--- config.mk ---
export PLATFORM = sky130hd
export DESIGN_NAME = sldc_top
export DESIGN_NICKNAME = d
export VERILOG_FILES = /design/src/logic/sldc_top.v
export VERILOG_INCLUDE_DIRS = /design/src /design/src/logic
export SDC_FILE = /design/constraint.sdc
export NUM_CORES = 1
export LEC_CHECK = 0
export BUFFER_PORTS_ARGS = -buffer_cell sky130_fd_sc_hd__buf_4
export CAP_MARGIN = 0
export CORE_ASPECT_RATIO = 0.5
export CORE_MARGIN = 2
export CORE_UTILIZATION = 41
export CTS_CLUSTER_SIZE = 40
export DETAILED_ROUTE_END_ITERATION = 7
export PLACE_DENSITY_LB_ADDON = 0.05
export SLEW_MARGIN = 40
export SYNTH_ARGS = -nofsm -noshare
export SYNTH_HDL_FRONTEND = slang
export SYNTH_SLANG_ARGS = --single-unit
--- constraint.sdc ---
create_clock -name i_clk -period 5.3 [get_ports i_clk]
set_clock_uncertainty 0.2 [all_clocks]
set_input_delay 0.265 -clock i_clk [delete_from_list [all_inputs] [get_ports i_clk]]
set_output_delay 0.265 -clock i_clk [all_outputs]
set_load 0.02 [all_outputs]
--- src/logic/sldc_regs.vh ---
// register map, field positions and reset values of the serial LED driver control
// assumes inclusion by the single design file of the block
`ifndef SLDC_REGS_VH
`define SLDC_REGS_VH

`define SLDC_ADDR_W        8
`define SLDC_OFF_CTRL      8'h00
`define SLDC_OFF_ONOFF     8'h04
`define SLDC_OFF_GAIN      8'h08
`define SLDC_OFF_SHIFT     8'h0c
`define SLDC_OFF_FAULT     8'h10
`define SLDC_OFF_INT_STAT  8'h14
`define SLDC_OFF_INT_MASK  8'h18

`define SLDC_CTRL_W        2
`define SLDC_CTRL_FORCE_OFF 0
`define SLDC_CTRL_FAULT_TEST 1
`define SLDC_CTRL_RST      2'h0

`define SLDC_INT_W         5
`define SLDC_INT_LATCH     0
`define SLDC_INT_OPEN      1
`define SLDC_INT_SHORT     2
`define SLDC_INT_HOT       3
`define SLDC_INT_WORD      4
`define SLDC_INT_RST       5'h00

`define SLDC_FAULT_OPEN_LSB  0
`define SLDC_FAULT_SHORT_LSB 16

`define SLDC_CNT_W         4
`define SLDC_CNT_LAST      4'hf
`define SLDC_CNT_RST       4'h0

`endif

--- src/logic/sldc_top.v ---
// serial LED driver control: shift register, on/off and gain latches, cascade output,
// open-drain fault flag and an APB register file with interrupt
// assumes pins from the display controller are asynchronous to i_clk, which runs at 100 MHz
//
// Register access over APB and the address map are this design's own decisions.
`timescale 1ns/100ps
`include "sldc_regs.vh"

module sldc_top #(
  parameter CH_N   = 16,
  parameter GAIN_W = 6
) (
  input  wire              i_clk,
  input  wire              i_arst_n,
  // controller pins
  input  wire              i_shift_clk,
  input  wire              i_serial_in,
  input  wire              i_strobe,
  input  wire              i_path_select,
  input  wire              i_enable_n,
  input  wire              i_cascade_trigger_select,
  output reg               o_serial_out,
  // channel drive and analog side
  output reg  [CH_N-1:0]   o_channel_sink,
  output reg  [GAIN_W-1:0] o_current_gain,
  input  wire [CH_N-1:0]   i_led_open,
  input  wire [CH_N-1:0]   i_led_short,
  input  wire              i_overheat,
  // open-drain fault flag: output level always low, enable high while pulling
  output wire              o_alarm_out,
  output reg               o_alarm_oe,
  // APB slave
  input  wire              i_psel,
  input  wire              i_penable,
  input  wire              i_pwrite,
  input  wire [31:0]       i_paddr,
  input  wire [31:0]       i_pwdata,
  output wire              o_pready,
  output reg  [31:0]       o_prdata,
  output reg               o_pslverr,
  output wire              o_irq
);

  localparam SYNC_W = 6 + 2 * CH_N + 1;

  // three-stage pin sampling; a change is taken once stages two and three agree
  reg  [SYNC_W-1:0] sync1;
  reg  [SYNC_W-1:0] sync2;
  reg  [SYNC_W-1:0] sync3;
  reg  [SYNC_W-1:0] filt;
  wire [SYNC_W-1:0] pins;
  wire [SYNC_W-1:0] next_filt;
  integer           k;

  // bit order here fixes the slices taken from filt below
  assign pins = {
    i_overheat,
    i_led_short,
    i_led_open,
    i_cascade_trigger_select,
    i_enable_n,
    i_path_select,
    i_strobe,
    i_serial_in,
    i_shift_clk
  };

  always @(posedge i_clk or negedge i_arst_n) begin
    if (!i_arst_n) begin
      sync1 <= {SYNC_W{1'b0}};
      sync2 <= {SYNC_W{1'b0}};
      sync3 <= {SYNC_W{1'b0}};
    end else begin
      sync1 <= pins;
      sync2 <= sync1;
      sync3 <= sync2;
    end
  end

  genvar g;
  generate
    for (g = 0; g < SYNC_W; g = g + 1) begin : g_filt
      assign next_filt[g] = (sync2[g] == sync3[g]) ? sync3[g] : filt[g];
    end
  endgenerate

  // reset loads enable_n as 1; the zeroed sync stages clear it at the first clock after reset
  always @(posedge i_clk or negedge i_arst_n) begin
    if (!i_arst_n) begin
      filt <= {{(SYNC_W-5){1'b0}}, 1'b1, 4'h0};
    end else begin
      filt <= next_filt;
    end
  end

  wire              sclk      = filt[0];
  wire              sdata     = filt[1];
  wire              strobe    = filt[2];
  wire              path_sel  = filt[3];
  wire              enable_n  = filt[4];
  wire              trig_sel  = filt[5];
  wire [CH_N-1:0]   led_open  = filt[6 +: CH_N];
  wire [CH_N-1:0]   led_short = filt[6+CH_N +: CH_N];
  wire              overheat  = filt[6+2*CH_N];

  wire sclk_rise   = next_filt[0] & ~sclk;
  wire sclk_fall   = ~next_filt[0] & sclk;
  wire strobe_rise = next_filt[2] & ~strobe;

  // shift register and latches
  reg  [CH_N-1:0]       shift;
  reg  [CH_N-1:0]       onoff;
  reg  [GAIN_W-1:0]     gain;
  reg  [`SLDC_CNT_W-1:0] bit_cnt;
  reg                    word_done;

  always @(posedge i_clk or negedge i_arst_n) begin
    if (!i_arst_n) begin
      shift <= {CH_N{1'b0}};
    end else if (sclk_rise) begin
      shift <= {shift[CH_N-2:0], sdata};
    end
  end

  // counts shift edges since the last strobe; flags the sixteenth
  always @(posedge i_clk or negedge i_arst_n) begin
    if (!i_arst_n) begin
      bit_cnt   <= `SLDC_CNT_RST;
      word_done <= 1'b0;
    end else begin
      word_done <= 1'b0;
      if (sclk_rise) begin
        bit_cnt <= bit_cnt + 1'b1;
        if (bit_cnt == `SLDC_CNT_LAST)
          word_done <= 1'b1;
      end else if (strobe_rise) begin
        bit_cnt <= `SLDC_CNT_RST;
      end
    end
  end

  always @(posedge i_clk or negedge i_arst_n) begin
    if (!i_arst_n) begin
      onoff <= {CH_N{1'b0}};
      gain  <= {GAIN_W{1'b1}};
    end else if (strobe) begin
      if (!path_sel)
        onoff <= shift;
      else
        gain  <= shift[GAIN_W-1:0];
    end
  end

  // cascade output: rising-edge update when low, falling-edge update when high
  always @(posedge i_clk or negedge i_arst_n) begin
    if (!i_arst_n) begin
      o_serial_out <= 1'b0;
    end else if (trig_sel ? sclk_fall : sclk_rise) begin
      o_serial_out <= trig_sel ? shift[CH_N-1] : shift[CH_N-2];
    end
  end

  // software control
  reg  [`SLDC_CTRL_W-1:0] ctrl;
  reg  [`SLDC_INT_W-1:0]  int_stat;
  reg  [`SLDC_INT_W-1:0]  int_mask;
  wire                    force_off  = ctrl[`SLDC_CTRL_FORCE_OFF];
  wire                    fault_test = ctrl[`SLDC_CTRL_FAULT_TEST];

  // open/short only meaningful on channels being driven
  wire [CH_N-1:0] drive   = o_channel_sink;
  wire            any_open  = |(led_open & drive);
  wire            any_short = |(led_short & drive);
  wire            fault     = any_open | any_short | overheat | fault_test;

  always @(posedge i_clk or negedge i_arst_n) begin
    if (!i_arst_n) begin
      o_channel_sink <= {CH_N{1'b0}};
    end else begin
      o_channel_sink <= (enable_n | force_off) ? {CH_N{1'b0}} : onoff;
    end
  end

  always @(posedge i_clk or negedge i_arst_n) begin
    if (!i_arst_n) begin
      o_current_gain <= {GAIN_W{1'b1}};
    end else begin
      o_current_gain <= gain;
    end
  end

  // alarm pulls one clock after the fault is seen
  always @(posedge i_clk or negedge i_arst_n) begin
    if (!i_arst_n) begin
      o_alarm_oe <= 1'b0;
    end else begin
      o_alarm_oe <= fault;
    end
  end

  assign o_alarm_out = 1'b0;

  // APB slave, zero wait states, read data captured in the setup cycle
  wire                    setup   = i_psel & ~i_penable;
  wire                    wr_acc  = i_psel & i_penable & i_pwrite;
  wire [`SLDC_ADDR_W-1:0] addr    = i_paddr[`SLDC_ADDR_W-1:0];

  // only the seven aligned word offsets answer without error
  function mapped;
    input [31:0] a;
    begin
      mapped = 1'b0;
      if (a[31:`SLDC_ADDR_W] == {(32-`SLDC_ADDR_W){1'b0}}) begin
        case (a[`SLDC_ADDR_W-1:0])
          `SLDC_OFF_CTRL:     mapped = 1'b1;
          `SLDC_OFF_ONOFF:    mapped = 1'b1;
          `SLDC_OFF_GAIN:     mapped = 1'b1;
          `SLDC_OFF_SHIFT:    mapped = 1'b1;
          `SLDC_OFF_FAULT:    mapped = 1'b1;
          `SLDC_OFF_INT_STAT: mapped = 1'b1;
          `SLDC_OFF_INT_MASK: mapped = 1'b1;
          default:            mapped = 1'b0;
        endcase
      end
    end
  endfunction

  wire hit = mapped(i_paddr);

  assign o_pready = 1'b1;

  reg [31:0] rd_mux;
  always @* begin
    rd_mux = 32'h0000_0000;
    case (addr)
      `SLDC_OFF_CTRL:     rd_mux[`SLDC_CTRL_W-1:0] = ctrl;
      `SLDC_OFF_ONOFF:    rd_mux[CH_N-1:0]         = onoff;
      `SLDC_OFF_GAIN:     rd_mux[GAIN_W-1:0]       = gain;
      `SLDC_OFF_SHIFT:    rd_mux[CH_N-1:0]         = shift;
      `SLDC_OFF_FAULT: begin
        rd_mux[`SLDC_FAULT_OPEN_LSB +: CH_N]  = led_open;
        rd_mux[`SLDC_FAULT_SHORT_LSB +: CH_N] = led_short;
      end
      `SLDC_OFF_INT_STAT: rd_mux[`SLDC_INT_W-1:0]  = int_stat;
      `SLDC_OFF_INT_MASK: rd_mux[`SLDC_INT_W-1:0]  = int_mask;
      default:            rd_mux = 32'h0000_0000;
    endcase
    if (!hit)
      rd_mux = 32'h0000_0000;
  end

  // read data is taken in the setup cycle and stands through the access phase
  always @(posedge i_clk or negedge i_arst_n) begin
    if (!i_arst_n) begin
      o_prdata <= 32'h0000_0000;
    end else if (setup) begin
      o_prdata <= i_pwrite ? 32'h0000_0000 : rd_mux;
    end
  end

  always @(posedge i_clk or negedge i_arst_n) begin
    if (!i_arst_n) begin
      o_pslverr <= 1'b0;
    end else if (setup) begin
      o_pslverr <= ~hit;
    end
  end

  // interrupt events; a new event wins over a write-one clear in the same cycle
  wire [`SLDC_INT_W-1:0] events;
  reg                    open_d;
  reg                    short_d;
  reg                    hot_d;

  always @(posedge i_clk or negedge i_arst_n) begin
    if (!i_arst_n) begin
      open_d  <= 1'b0;
      short_d <= 1'b0;
      hot_d   <= 1'b0;
    end else begin
      open_d  <= any_open;
      short_d <= any_short;
      hot_d   <= overheat;
    end
  end

  assign events[`SLDC_INT_LATCH] = strobe_rise;
  assign events[`SLDC_INT_OPEN]  = any_open & ~open_d;
  assign events[`SLDC_INT_SHORT] = any_short & ~short_d;
  assign events[`SLDC_INT_HOT]   = overheat & ~hot_d;
  assign events[`SLDC_INT_WORD]  = word_done;

  // write access phase to a given mapped offset
  function reg_wr;
    input [`SLDC_ADDR_W-1:0] off;
    begin
      reg_wr = wr_acc && hit && (addr == off);
    end
  endfunction

  wire [`SLDC_INT_W-1:0] w1c =
    reg_wr(`SLDC_OFF_INT_STAT) ? i_pwdata[`SLDC_INT_W-1:0]
                               : {`SLDC_INT_W{1'b0}};

  always @(posedge i_clk or negedge i_arst_n) begin
    if (!i_arst_n) begin
      int_stat <= `SLDC_INT_RST;
    end else begin
      int_stat <= (int_stat & ~w1c) | events;
    end
  end

  always @(posedge i_clk or negedge i_arst_n) begin
    if (!i_arst_n) begin
      ctrl <= `SLDC_CTRL_RST;
    end else if (reg_wr(`SLDC_OFF_CTRL)) begin
      ctrl <= i_pwdata[`SLDC_CTRL_W-1:0];
    end
  end

  always @(posedge i_clk or negedge i_arst_n) begin
    if (!i_arst_n) begin
      int_mask <= `SLDC_INT_RST;
    end else if (reg_wr(`SLDC_OFF_INT_MASK)) begin
      int_mask <= i_pwdata[`SLDC_INT_W-1:0];
    end
  end

  assign o_irq = |(int_stat & int_mask);

endmodule // sldc_top

======== After elaboration in Yosys (flattened, before gate mapping) ========
Cells that the tools add are included.
cells by class
  add/subtract/negate cells ............... 1
  equality and inequality tests ........... 46
  multiplexer cells ....................... 19
  bitwise gates (word level) .............. 28
  reduce and logical (&&, ||, !) cells .... 13
operator list
  cell                   number
  $mux W32               2
  $eq A1 B1 Y1           39
  $and A16 B16 Y16       2
  $mux W16               2
  $reduce_or A16 Y1      2
  $pmux W10 S3           1
  $eq A8 B5 Y1 const B   3
  $logic_not A24 Y1      1
  $pmux W3 S6            1
  $eq A8 B4 Y1 const B   2
  $pmux W2 S7            1
  $and A5 B5 Y5          2
  $and A1 B1 Y1          9
  $not A1 Y1             9
  $eq A8 B3 Y1 const B   1
  $logic_not A8 Y1       1
  $mux W1                8
  $mux W4                2
  $reduce_or A7 Y1       1
  $mux W5                1
  $not A5 Y5             1
  $or A5 B5 Y5           1
  $reduce_or A5 Y1       1
  $add A4 B1 Y4 const B  1
  6 further kinds        13
word-level totals
  bits in registers ....................... 271
  input bits .............................. 108
  word-level logic and storage cells ...... 165

======== Logic depth before layout (Yosys ltp) ========
Gate-level depths: netlist of run 1.
  depth after elaboration ................. 10
  gate-level depth with buffers ........... 8
  gate-level depth less buffers ........... 5

======== Worst setup path before layout of run 1 ========
No wires, ideal clock.
  path type ............................... input -> register
  start ................................... input port i_paddr[1]
  end ..................................... register int_mask[0]
  data arrival time ....................... 1.925 ns
  path slack .............................. 3.050 ns
  stages .................................. 8
  cell sequence ........................... or4_4 buf_6 or2_0 clkbuf_1 nor2_1 and3_1 buf_4 mux2_2
between the ends
  cells in the longest elaborated chain, start to end .. 6
ends and longest elaborated chain
  item                                  RTL line        text
  start: declaration                    sldc_top.v:36   input wire [31:0] i_paddr,
  $eq A8 B5 Y1 (tied with other cells)  sldc_top.v:214  case (a[`SLDC_ADDR_W-1:0])
  $reduce_or A7 Y1 (no source line)     --
  $mux W1                               sldc_top.v:214
  $mux W1                               sldc_top.v:213  if (a[31:`SLDC_ADDR_W] == {(32-`SLDC_ADDR_W){1'b0}}) begin
  $logic_and A1 B1 Y1                   sldc_top.v:297  reg_wr = wr_acc && hit && (addr == off);
  $logic_and A1 B1 Y1 *                 sldc_top.v:297
  end signal: assignment                sldc_top.v:323  int_mask <= `SLDC_INT_RST;
  end signal: assignment                sldc_top.v:325  int_mask <= i_pwdata[`SLDC_INT_W-1:0];
  end: declaration                      sldc_top.v:166  reg [`SLDC_INT_W-1:0] int_mask;
Mark *: on every way between the ends. The rest lies on a longest branch, timed or not.
A chain may end at the register's enable or synchronous reset.

======== Final worst setup path of run 1 ========
  start ................................... input port i_paddr[6]
  end ..................................... register o_prdata[26]
between the ends
  cells in the longest elaborated chain, start to end .. 6
ends and longest elaborated chain
  item                                  RTL line        text
  $eq A8 B5 Y1 (tied with other cells)  sldc_top.v:214
  $reduce_or A7 Y1 (no source line)     --
  $mux W1                               sldc_top.v:214
  $mux W1                               sldc_top.v:213
  $mux W32 *                            sldc_top.v:248  if (!hit)
  $mux W32 *                            sldc_top.v:257  o_prdata <= i_pwrite ? 32'h0000_0000 : rd_mux;
  end signal: assignment                sldc_top.v:257
  end: declaration                      sldc_top.v:39   output reg [31:0] o_prdata,
Marked as above.

==> results of run 1 <==
## metrics by stage
step	cell area [um^2]	setup WS, ns
final	12000	2.65
after global routing	12000	2.56
after CTS	12000	2.71
after detailed placement	10700	2.19
after global placement	10700	2.24
after floorplan	9320	3.05
## registers in the layout, summed over array words and instances (netlist names), 4 cells and up
name,count
gain,6
o_channel_sink,16
int_mask,5
int_stat,5
sync3,39
o_current_gain,6
sync1,39
onoff,16
bit_cnt,4
o_prdata,32
shift,16
sync2,39
filt,39
## power by group through the flow
stage | Clock (mW) | Sequential [mW] | Combinational, mW
global placement | 0 | 2.44 | 0.386
finish | 1.68 | 2.40 | 0.423
floorplan | 0 | 2.42 | 0.162
global route | 1.83 | 2.43 | 0.467
detailed placement | 0 | 2.44 | 0.400
CTS | 1.73 | 2.40 | 0.429
## cell type report
type	count	area [um^2]	area share
inverters	5	18.8	0.00157
well taps	300	375	0.0314
clock inverters	3	18.8	0.00157
flip-flops and latches	271	6800	0.569
clock buffers	39	738	0.0618
repair buffers	194	1610	0.135
multi-input cells	334	2390	0.200
## cells in the final DEF, fill, tap and decap left out, types with 7 or more instances in the layout
cell           count
mux2_2            32
maj3_1            39
buf_4            144
a222oi_1           9
mux2i_1            9
dlygate4sd3_1     47
nand2_1           81
and2_1            16
nor2_1             9
a221oi_1           8
clkbuf_1           8
o21ai_0           13
clkbuf_16         25
dfstp_2           13
a22o_1            27
nand3_1            7
o21ai_1           12
dfrtp_1          258
## final timing paths
path,start,endpoint,slack [ns],cells after the start
worst max-delay path,i_paddr[6],o_prdata[26],2.65,6
worst min-delay path,i_paddr[3],o_prdata[1],0.04,4
worst max register to register,o_channel_sink[10],o_alarm_oe,2.86,5
worst min register to register,sync1[24],sync2[24],0.15,0
max in group asynchronous,i_arst_n,o_prdata[10],3.44,4
min in group asynchronous,i_arst_n,filt[32],0.06,2
## repair_timing
item,in CTS,in global routing
endpoints found under the hold margin,195,0
hold buffers,47,0
resized for setup,0,0
## metal layers
layer,share of wire,global-route usage
met5,0,0
met4,0.014,0.0329
met3,0.043,0.0364
met2,0.44,0.269
met1,0.50,0.286
## critical path, delay by kind of cell
kind | cells | cell delay (ns)
AOI/OAI and AO/OA | 1 | 0.23
buffers and inverters | 2 | 0.73
and+or+nand+nor | 3 | 1.66
## logic make-up after synthesis
kind of cell    share of synthesized area
compound gates                     0.0768
xor+xnor                         0.000940
fa+ha+maj                          0.0432
buf+inv                            0.0162
flops                               0.729
mux                                0.0483
other cells                      0.000806
simple gates                       0.0843
==> summary.md, run 1 <==
| Metric | Value |
|---|---|
| Average cell area after synthesis | `14.7 um^2` |
| Worst Hold Class | `in -> reg` |
| Die H | `111 um` |
| Worst slew margin | `0.533` |
| Crit path DAT | `2.90 ns` |
| VDD IR-drop max | `0.000179 V` |
| CP max stage delay | `0.75 ns` |
| Num Clock Sinks | `about 270` |
| Largest net degree at the start of global routing | `63` |
| Post-route setup TNS | `0 ns` |
| Final setup viols | `0` |
| Syn Nets | `745` |
| Share of post-route cells with drive strength above 1 | `0.280` |
| Clk buf depth | `3` |
| Core area | `about 22000 um^2` |
| Die width | `217 um` |
| P&R area growth vs syn | `28.2%` |
| Final Util | `0.544` |
| Total number of vias | `5702` |
| Max-cap violations | `0` |
| H-tree lvl count | `1` |
| Instance count of the mapped netlist | `636` |
| Total GRT Usage | `0.184` |
| Vias in the first global route | `5940` |
| Clk_lat worst skew | `0.52 ns` |
| Drt total wl | `21.2 mm` |
| Initial antenna violation count | `0` |
| Leading post-synthesis cells by cell area | `dfrtp_1 (69%), maj3_1 (4.2%), mux2_2 (3.9%)` |
| Port Buffer Count | `138` |
| TritonCTS buffer count | `24` |
| Minimum clock period | `2.65 ns` |
| Synth area leader | `dfrtp_1` |
| Vias/cell | `4.98` |
| Hold Slack | `0.0414 ns` |
| Startpoint Class | `primary input` |
| Total gr overflow | `0` |
| DRT iter0 DRCs | `roughly 400` |
| Initial core utilization | `0.424` |
| Slowest cell on crit path | `and4bb_1` |
| Outcome | `completed` |
| Critical Path RT | `5.55 ns` |
| Post-CTS setup buffer count | `0` |
| Share of power burned in registers | `0.533` |
| Clk pin slew, worst setup/hold paths | `0.07 ns` |
| Part of the power in the clock network | `0.373` |
| Max Fanout on Critical Path | `16` |
| Max Slew Vio Count | `0` |
| First-pass GRT wire length | `34.2 mm` |
| Cell breakdown of the critical path | `dlygate4sd3_1, buf_4, nor3_4, and3b_1, and4bb_1, a22o_1` |
| RSZ-0062 raised after global routing | `no` |
| Seq/Total Area, Yosys | `0.729` |
| FP Rows | `38` |
| Clk root buf | `clkbuf_16` |
| ANT nets after route | `0` |
| Pint | `3.42 mW` |
| Tightest Pin Transition | `0.701 ns` |
| Sw frac | `0.241` |
| Count leader, synth | `dfrtp_1` |
| Seq cells post-synth | `271` |
| Average wire per standard cell | `18.5 um` |
| Die area | `24000 um^2` |
| Power density over the cells | `377 nW/um^2` |
| Logic pwr share | `0.094` |
| Post-Layout Cell Count | `1146` |
| Worst Setup End Kind | `flop` |
| CTS tree | `built` |
| Number of diodes | `0` |
| Psw | `1.09 mW` |
| Synth Warn # | `0` |
| TritonRoute pass-1 iters | `7` |
| Tcrit/Tclk final | `0.500` |
| Kind of critical path | `in -> reg` |
| Syn Std Cell Area | `9320 um^2` |
| Commonest cells post-synth | `dfrtp_1 (258), nand2_1 (81), maj3_1 (39)` |
| Fillers | `1869` |
| Residual DRC | `0` |
| HPWL Detailed | `14.8 mm` |
| EDFF count, synth | `0` |
| Max Freq | `0.377 GHz` |
| Predominant post-synthesis flop cell | `dfrtp_1` |
| GPL Wtd Cong | `0.747` |
| Synth unique cells | `57` |
| IO Pins | `168` |
| Post-synth ARST share | `1.00` |
| Area fraction of the dominant cell type after synthesis | `0.693` |
| Tot Pwr | `4.50 mW` |
| Placed cells | `roughly 1100` |
| Nets | `939` |
| Hold Vio Cnt, Final | `0` |
| Leakage | `5.50 nW` |
No activity file was read; power rests on OpenSTA's default activity.
==> run 2: changes to the inputs <==
clock period = 2.13 ns   (was 5.3 ns; I/O delays follow)
==> summary.md, run 2 (synthesis gave the netlist of run 1 again) <==
| Metric | Value |
|---|---|
| Kind of critical path | `in -> reg` |
| VDD IR-drop max | `0.000511 V (+190%)` |
| Hold path cells | `6 (+2)` |
| R2R depth | `6 (+1)` |
| Power density over the cells | `893 nW/um^2 (+140%)` |
| Hold path start | `i_paddr[21]` |
| Reg2reg end | `o_alarm_oe` |
| Most frequent cells in the layout | `dfrtp_1 (258), buf_4 (193), nand2_1 (81)` |
| Share of post-route cells with drive strength above 1 | `0.322 (+0.0416)` |
| Place WS | `-0.0574 ns (-2.25 ns)` |
| Minimum clock period | `2.05 ns` |
| Total number of vias | `6035 (+5.8%)` |
| Initial core utilization | `0.424 (unchanged)` |
| Average wire per standard cell | `18.8 um (+1.4%)` |
| Final setup viols | `0 (unchanged)` |
| P&R area growth vs syn | `35.7%` |
| Most common cell after layout, fill and taps aside | `dfrtp_1` |
| Max Freq | `0.487 GHz` |
| Total GRT Usage | `0.197 (+0.0125)` |
| Hold Vio Cnt, Final | `0 (unchanged)` |
| Max Fanout on Critical Path | `6 (-10)` |
| Worst R2R Setup Slack | `0.11 ns (-2.75 ns)` |
| Worst setup margin | `0.0753 ns (-2.58 ns)` |
| Leakage | `5.88 nW (+6.8%)` |
| Startpoint Class | `primary input` |
| TritonCTS buffer count | `24 (unchanged)` |
| HPWL Detailed | `15.9 mm (+7.2%)` |
| Placed instance area | `11100 um^2 (+3.9%)` |
| Critical Path RT | `2.40 ns (-3.15 ns)` |
| Num Clock Sinks | `271 (unchanged)` |
| Final Util | `0.576 (+0.0317)` |
| Vias/cell | `4.93 (-0.82%)` |
| ANT nets after route | `0 (unchanged)` |
| Worst slew margin | `0.660 (+0.127)` |
| Worst Setup End Kind | `flop` |
| Worst Hold Class | `in -> reg` |
| Outcome | `completed` |
| CTS tree | `built` |
| GPL Wtd Cong | `0.810 (+8.5%)` |
| DRT iter0 DRCs | `429 (+6.7%)` |
| Slowest cell on crit path | `or4_4` |
| Residual DRC | `0 (unchanged)` |
| Die area | `24000 um^2 (unchanged)` |
| Post-route setup TNS | `0 ns (unchanged)` |
| Number of diodes | `0 (unchanged)` |
| H-tree lvl count | `1 (unchanged)` |
| Max Slew Vio Count | `0 (unchanged)` |
| Fillers | `1819 (-2.7%)` |
| TritonRoute pass-1 iters | `5 (-2)` |
| Clk_lat worst skew | `0.54 ns (+0.02 ns)` |
| Largest net degree at the start of global routing | `72 (+14%)` |
| Drt total wl | `22.9 mm (+8.2%)` |
| Die width | `217 um (unchanged)` |
| FP Rows | `38 (unchanged)` |
| Worst r2r src | `o_channel_sink[15]` |
| Vias in the first global route | `6294 (+6.0%)` |
| Max-cap violations | `0 (unchanged)` |
| RSZ-0062 raised after global routing | `no` |
| CP max stage delay | `0.59 ns (-0.16 ns)` |
| Tot Pwr | `11.3 mW (+150%)` |
| Final std cell area, no fill | `12600 um^2 (+5.8%)` |
| Clk root buf | `clkbuf_16` |
| Clk pin slew, worst setup/hold paths | `0.07 ns (about the same)` |
| Die H | `111 um (unchanged)` |
| Port Buffer Count | `138 (unchanged)` |
| First-pass GRT wire length | `36.6 mm (+7.0%)` |
| IO Pins | `168 (unchanged)` |
| Worst hold endpoint | `o_prdata[2]` |
| Cell breakdown of the critical path | `buf_4, nor4_2, nand4_1, or2_2, or4_4, o21ai_0, dlygate4sd3_1` |
| Total gr overflow | `0 (unchanged)` |
| Crit path DAT | `2.33 ns (-0.57 ns)` |
| Initial antenna violation count | `0 (unchanged)` |
| Clk buf depth | `3 (unchanged)` |
| Tightest Pin Transition | `0.511 ns (-0.190 ns)` |
| Core area | `22000 um^2 (unchanged)` |
| Nets | `1016 (+8.2%)` |
| Tcrit/Tclk final | `0.965` |
[run 2: changes by cell type in the layout (fill, tap and decap cells not counted), moves of 2 or more]
cell	before	now
buf_4	144	193
dlygate4sd3_1	47	70
a221oi_1	8	3
a221oi_2	0	5
buf_12	1	6
nor2_2	3	0
and4_1	2	0
and4_4	0	2
clkinv_2	2	4
nor2_1	9	11
[run 2: through the flow]
stage	instances	hold slack, ns
2_1_floorplan	636	-0.389
3_3_place_gp	1109	-0.272
3_5_place_dp	1109	-0.273
4_1_cts	1221	0.0000421
5_1_grt	1223	0.00115
6_report	1223	0.00311
[run 2: area by class of cell]
class | instances | area [um^2] | area share
repair buffers | 271 | 2300 | 0.182
well taps | 300 | 375 | 0.0297
inverters | 5 | 18.8 | 0.00148
flip-flops and latches | 271 | 6800 | 0.537
clock buffers | 37 | 699 | 0.0553
multi-input cells | 334 | 2420 | 0.192
clock inverters | 5 | 36.3 | 0.00287
[run 2: what timing repair did]
item	4_1_cts	5_1_grt
pin swaps	0	6
endpoints found under the setup margin	1	6
hold buffers	70	0
gates resized for setup	1	11
endpoints found under the hold margin	339	0
setup buffers	0	2
[run 2: worst max-delay path by stage]
stage,slack [ns],end,start
3_5_place_dp,-0.06,o_alarm_oe,filt[29]
2_1_floorplan,0.04,int_mask[0],i_paddr[1]
4_1_cts,0.007,o_alarm_oe,o_channel_sink[0]
5_1_grt,0.0004,o_prdata[5],i_paddr[9]
3_3_place_gp,-0.03,o_prdata[9],i_paddr[20]
6_report,0.08,o_prdata[5],i_paddr[9]
[run 2: worst max-delay path: cells and delay by family]
kind | cells | cell delay [ns]
buffers and inverters | 2 | 0.67
AO/OA/AOI/OAI | 1 | 0.17
AND/OR/NAND/NOR | 4 | 1.38
[run 2: layer usage]
layer	global-route usage	vias up	routed length (um)
li1	-	2790	-
met1	0.306	3125	11900
met2	0.291	101	10000
met3	0.0355	19	764
met4	0.0324	0	250
met5	0	-	0
[run 2: report_power, final]
group	total, mW	internal, mW	switching (mW)
combinational	1.22	0.649	0.572
clock	4.10	2.26	1.84
sequential	5.97	5.62	0.351
total	11.3	8.53	2.76
==> run 3: changes to the inputs <==
PLACE_DENSITY = 0.74   (was not set)
PLACE_DENSITY_LB_ADDON = not set   (was 0.05)
==> summary.md, run 3 (synthesis gave the netlist of run 1 again) <==
| Metric | Value |
|---|---|
| Drt total wl | `22.0 mm (-4.1%)` |
| Nets | `990 (-2.6%)` |
| P&R area growth vs syn | `34.6%` |
| Total GRT Usage | `0.187 (-0.00999)` |
| GPL Wtd Cong | `0.898 (+11%)` |
| Port Buffer Count | `138 (unchanged)` |
| Average wire per standard cell | `18.3 um (-2.2%)` |
| CTS tree | `built` |
| Max Slew Vio Count | `0 (unchanged)` |
| Most frequent cells in the layout | `dfrtp_1 (258), buf_4 (178), nand2_1 (81)` |
| Startpoint Class | `primary input` |
| HPWL Detailed | `15.2 mm (-3.8%)` |
| Initial core utilization | `0.424 (unchanged)` |
| Die width | `217 um (unchanged)` |
| DRT iter0 DRCs | `484 (+13%)` |
| Total gr overflow | `0 (unchanged)` |
| Placed cells | `1094 (-1.4%)` |
| Hold Vio Cnt, Final | `0 (unchanged)` |
| Residual DRC | `0 (unchanged)` |
| Num Clock Sinks | `271 (unchanged)` |
| Minimum clock period | `2.08 ns (+0.0205 ns)` |
| First-pass GRT wire length | `35.4 mm (-3.3%)` |
| Clk root buf | `clkbuf_16` |
| Number of diodes | `0 (unchanged)` |
| Crit path DAT | `2.27 ns (-0.06 ns)` |
| H-tree lvl count | `1 (unchanged)` |
| Core area | `22000 um^2 (unchanged)` |
| Vias in the first global route | `6332 (+0.60%)` |
| Post-Layout Cell Count | `1199 (-2.0%)` |
| Die area | `24000 um^2 (unchanged)` |
| ANT nets after route | `0 (unchanged)` |
| Clk_lat worst skew | `0.51 ns (-0.03 ns)` |
| Post-route setup TNS | `0 ns (unchanged)` |
| Clk pin slew, worst setup/hold paths | `0.07 ns (about the same)` |
| Kind of critical path | `in -> reg` |
| FP Rows | `38 (unchanged)` |
| Die H | `111 um (unchanged)` |
| VDD IR-drop max | `0.000516 V (+0.89%)` |
| Final setup viols | `0 (unchanged)` |
| Total number of vias | `6031 (-0.066%)` |
| Critical Path RT | `2.32 ns (-0.08 ns)` |
| TritonRoute pass-1 iters | `6 (+1)` |
| TritonCTS buffer count | `24 (unchanged)` |
| Share of post-route cells with drive strength above 1 | `0.316 (-0.00587)` |
| Leakage | `5.81 nW (-1.1%)` |
| Worst Hold Class | `in -> reg` |
| Vias/cell | `5.03 (+1.9%)` |
| Max-cap violations | `0 (unchanged)` |
| Tcrit/Tclk final | `0.974 (+0.00961)` |
| Clk buf depth | `3 (unchanged)` |
| Initial antenna violation count | `0 (unchanged)` |
| Worst Setup End Kind | `flop` |
| Max Freq | `0.482 GHz (-0.99%)` |
| IO Pins | `168 (unchanged)` |
| Most common cell after layout, fill and taps aside | `dfrtp_1` |
| Largest net degree at the start of global routing | `75 (+4.2%)` |
| Power density over the cells | `951 nW/um^2 (+6.5%)` |
| Outcome | `completed` |
| Tightest Pin Transition | `0.589 ns (+0.0782 ns)` |
| Worst slew margin | `0.608 (-0.0522)` |
| Max Fanout on Critical Path | `5 (-1)` |
[run 3: cell types whose count changed in the layout (fill, tap and decap cells not counted), sizes merged]
cell	delta
dlymetal6s4s	+2
clkinv	+1
inv	+1
clkinvlp	+2
dlygate4sd3	-12
bufinv	+6
clkbuf	-8
buf	-16
[run 3: what timing repair did]
action,CTS,global route
endpoints found under the setup margin,0,34
endpoints found under the hold margin,331,0
hold buffers,60,0
buffers inserted,0,1
gates resized for setup,0,8
[run 3: final cells by class]
type,count,area (um^2)
Clock inverter,15,234
Inverter,5,18.8
Clock buffer,29,661
Multi-Input combinational cell,334,2390
Tap cell,300,375
Timing Repair Buffer,245,2070
Sequential cell,271,6800
Fill cell,1779,9420
[run 3: critical path, cell delays in order]
cell           delay [ns]
buf_4                0.11
or4_4                0.58
buf_4                0.18
nor3_4               0.11
buf_4                0.17
nand3_1              0.15
mux2_2               0.30
dlygate4sd3_1        0.55
[run 3: final timing paths]
| check | startpoint | end | slack (ns) | cells past startpoint |
|---|---|---|---|---|
| worst max-delay path | i_paddr[1] | ctrl[0] | 0.05 | 8 |
| worst min-delay path | i_paddr[12] | o_prdata[4] | 0.02 | 6 |
| worst max register to register | filt[22] | o_alarm_oe | 0.09 | 5 |
| worst min register to register | sync1[34] | sync2[34] | 0.15 | 0 |
| max in group asynchronous | i_arst_n | filt[4] | 0.47 | 4 |
| min in group asynchronous | i_arst_n | sync1[16] | 0.52 | 3 |
[run 3: layer usage]
metal  GRT usage  vias up  wire (um)
met3      0.0278       34       1070
met4      0.0521        0        478
li1            -     2741          -
met1       0.279     3073      10200
met5           0        -          0
met2       0.285      183      10200
[run 3: where the power goes]
part	internal, mW	switching, mW
Clock	2.95	1.86
Sequential	5.62	0.353
Combinational	0.589	0.555
Total	9.16	2.77
[run 3: metrics by stage]
stage          area, um^2   util  hold slack [ns]  setup WS [ns]  power [mW]
3_5_place_dp        11000  0.501          -0.0620        -0.0591        7.12
5_1_grt             12500  0.571           0.0307       -0.00703        12.4
3_3_place_gp        11000  0.501          -0.0734       -0.00459        7.07
4_1_cts             12500  0.569          0.00535         0.0141        12.0
6_report            12500  0.571           0.0211         0.0548        11.9
2_1_floorplan        9320      -           -0.389         0.0386        6.42
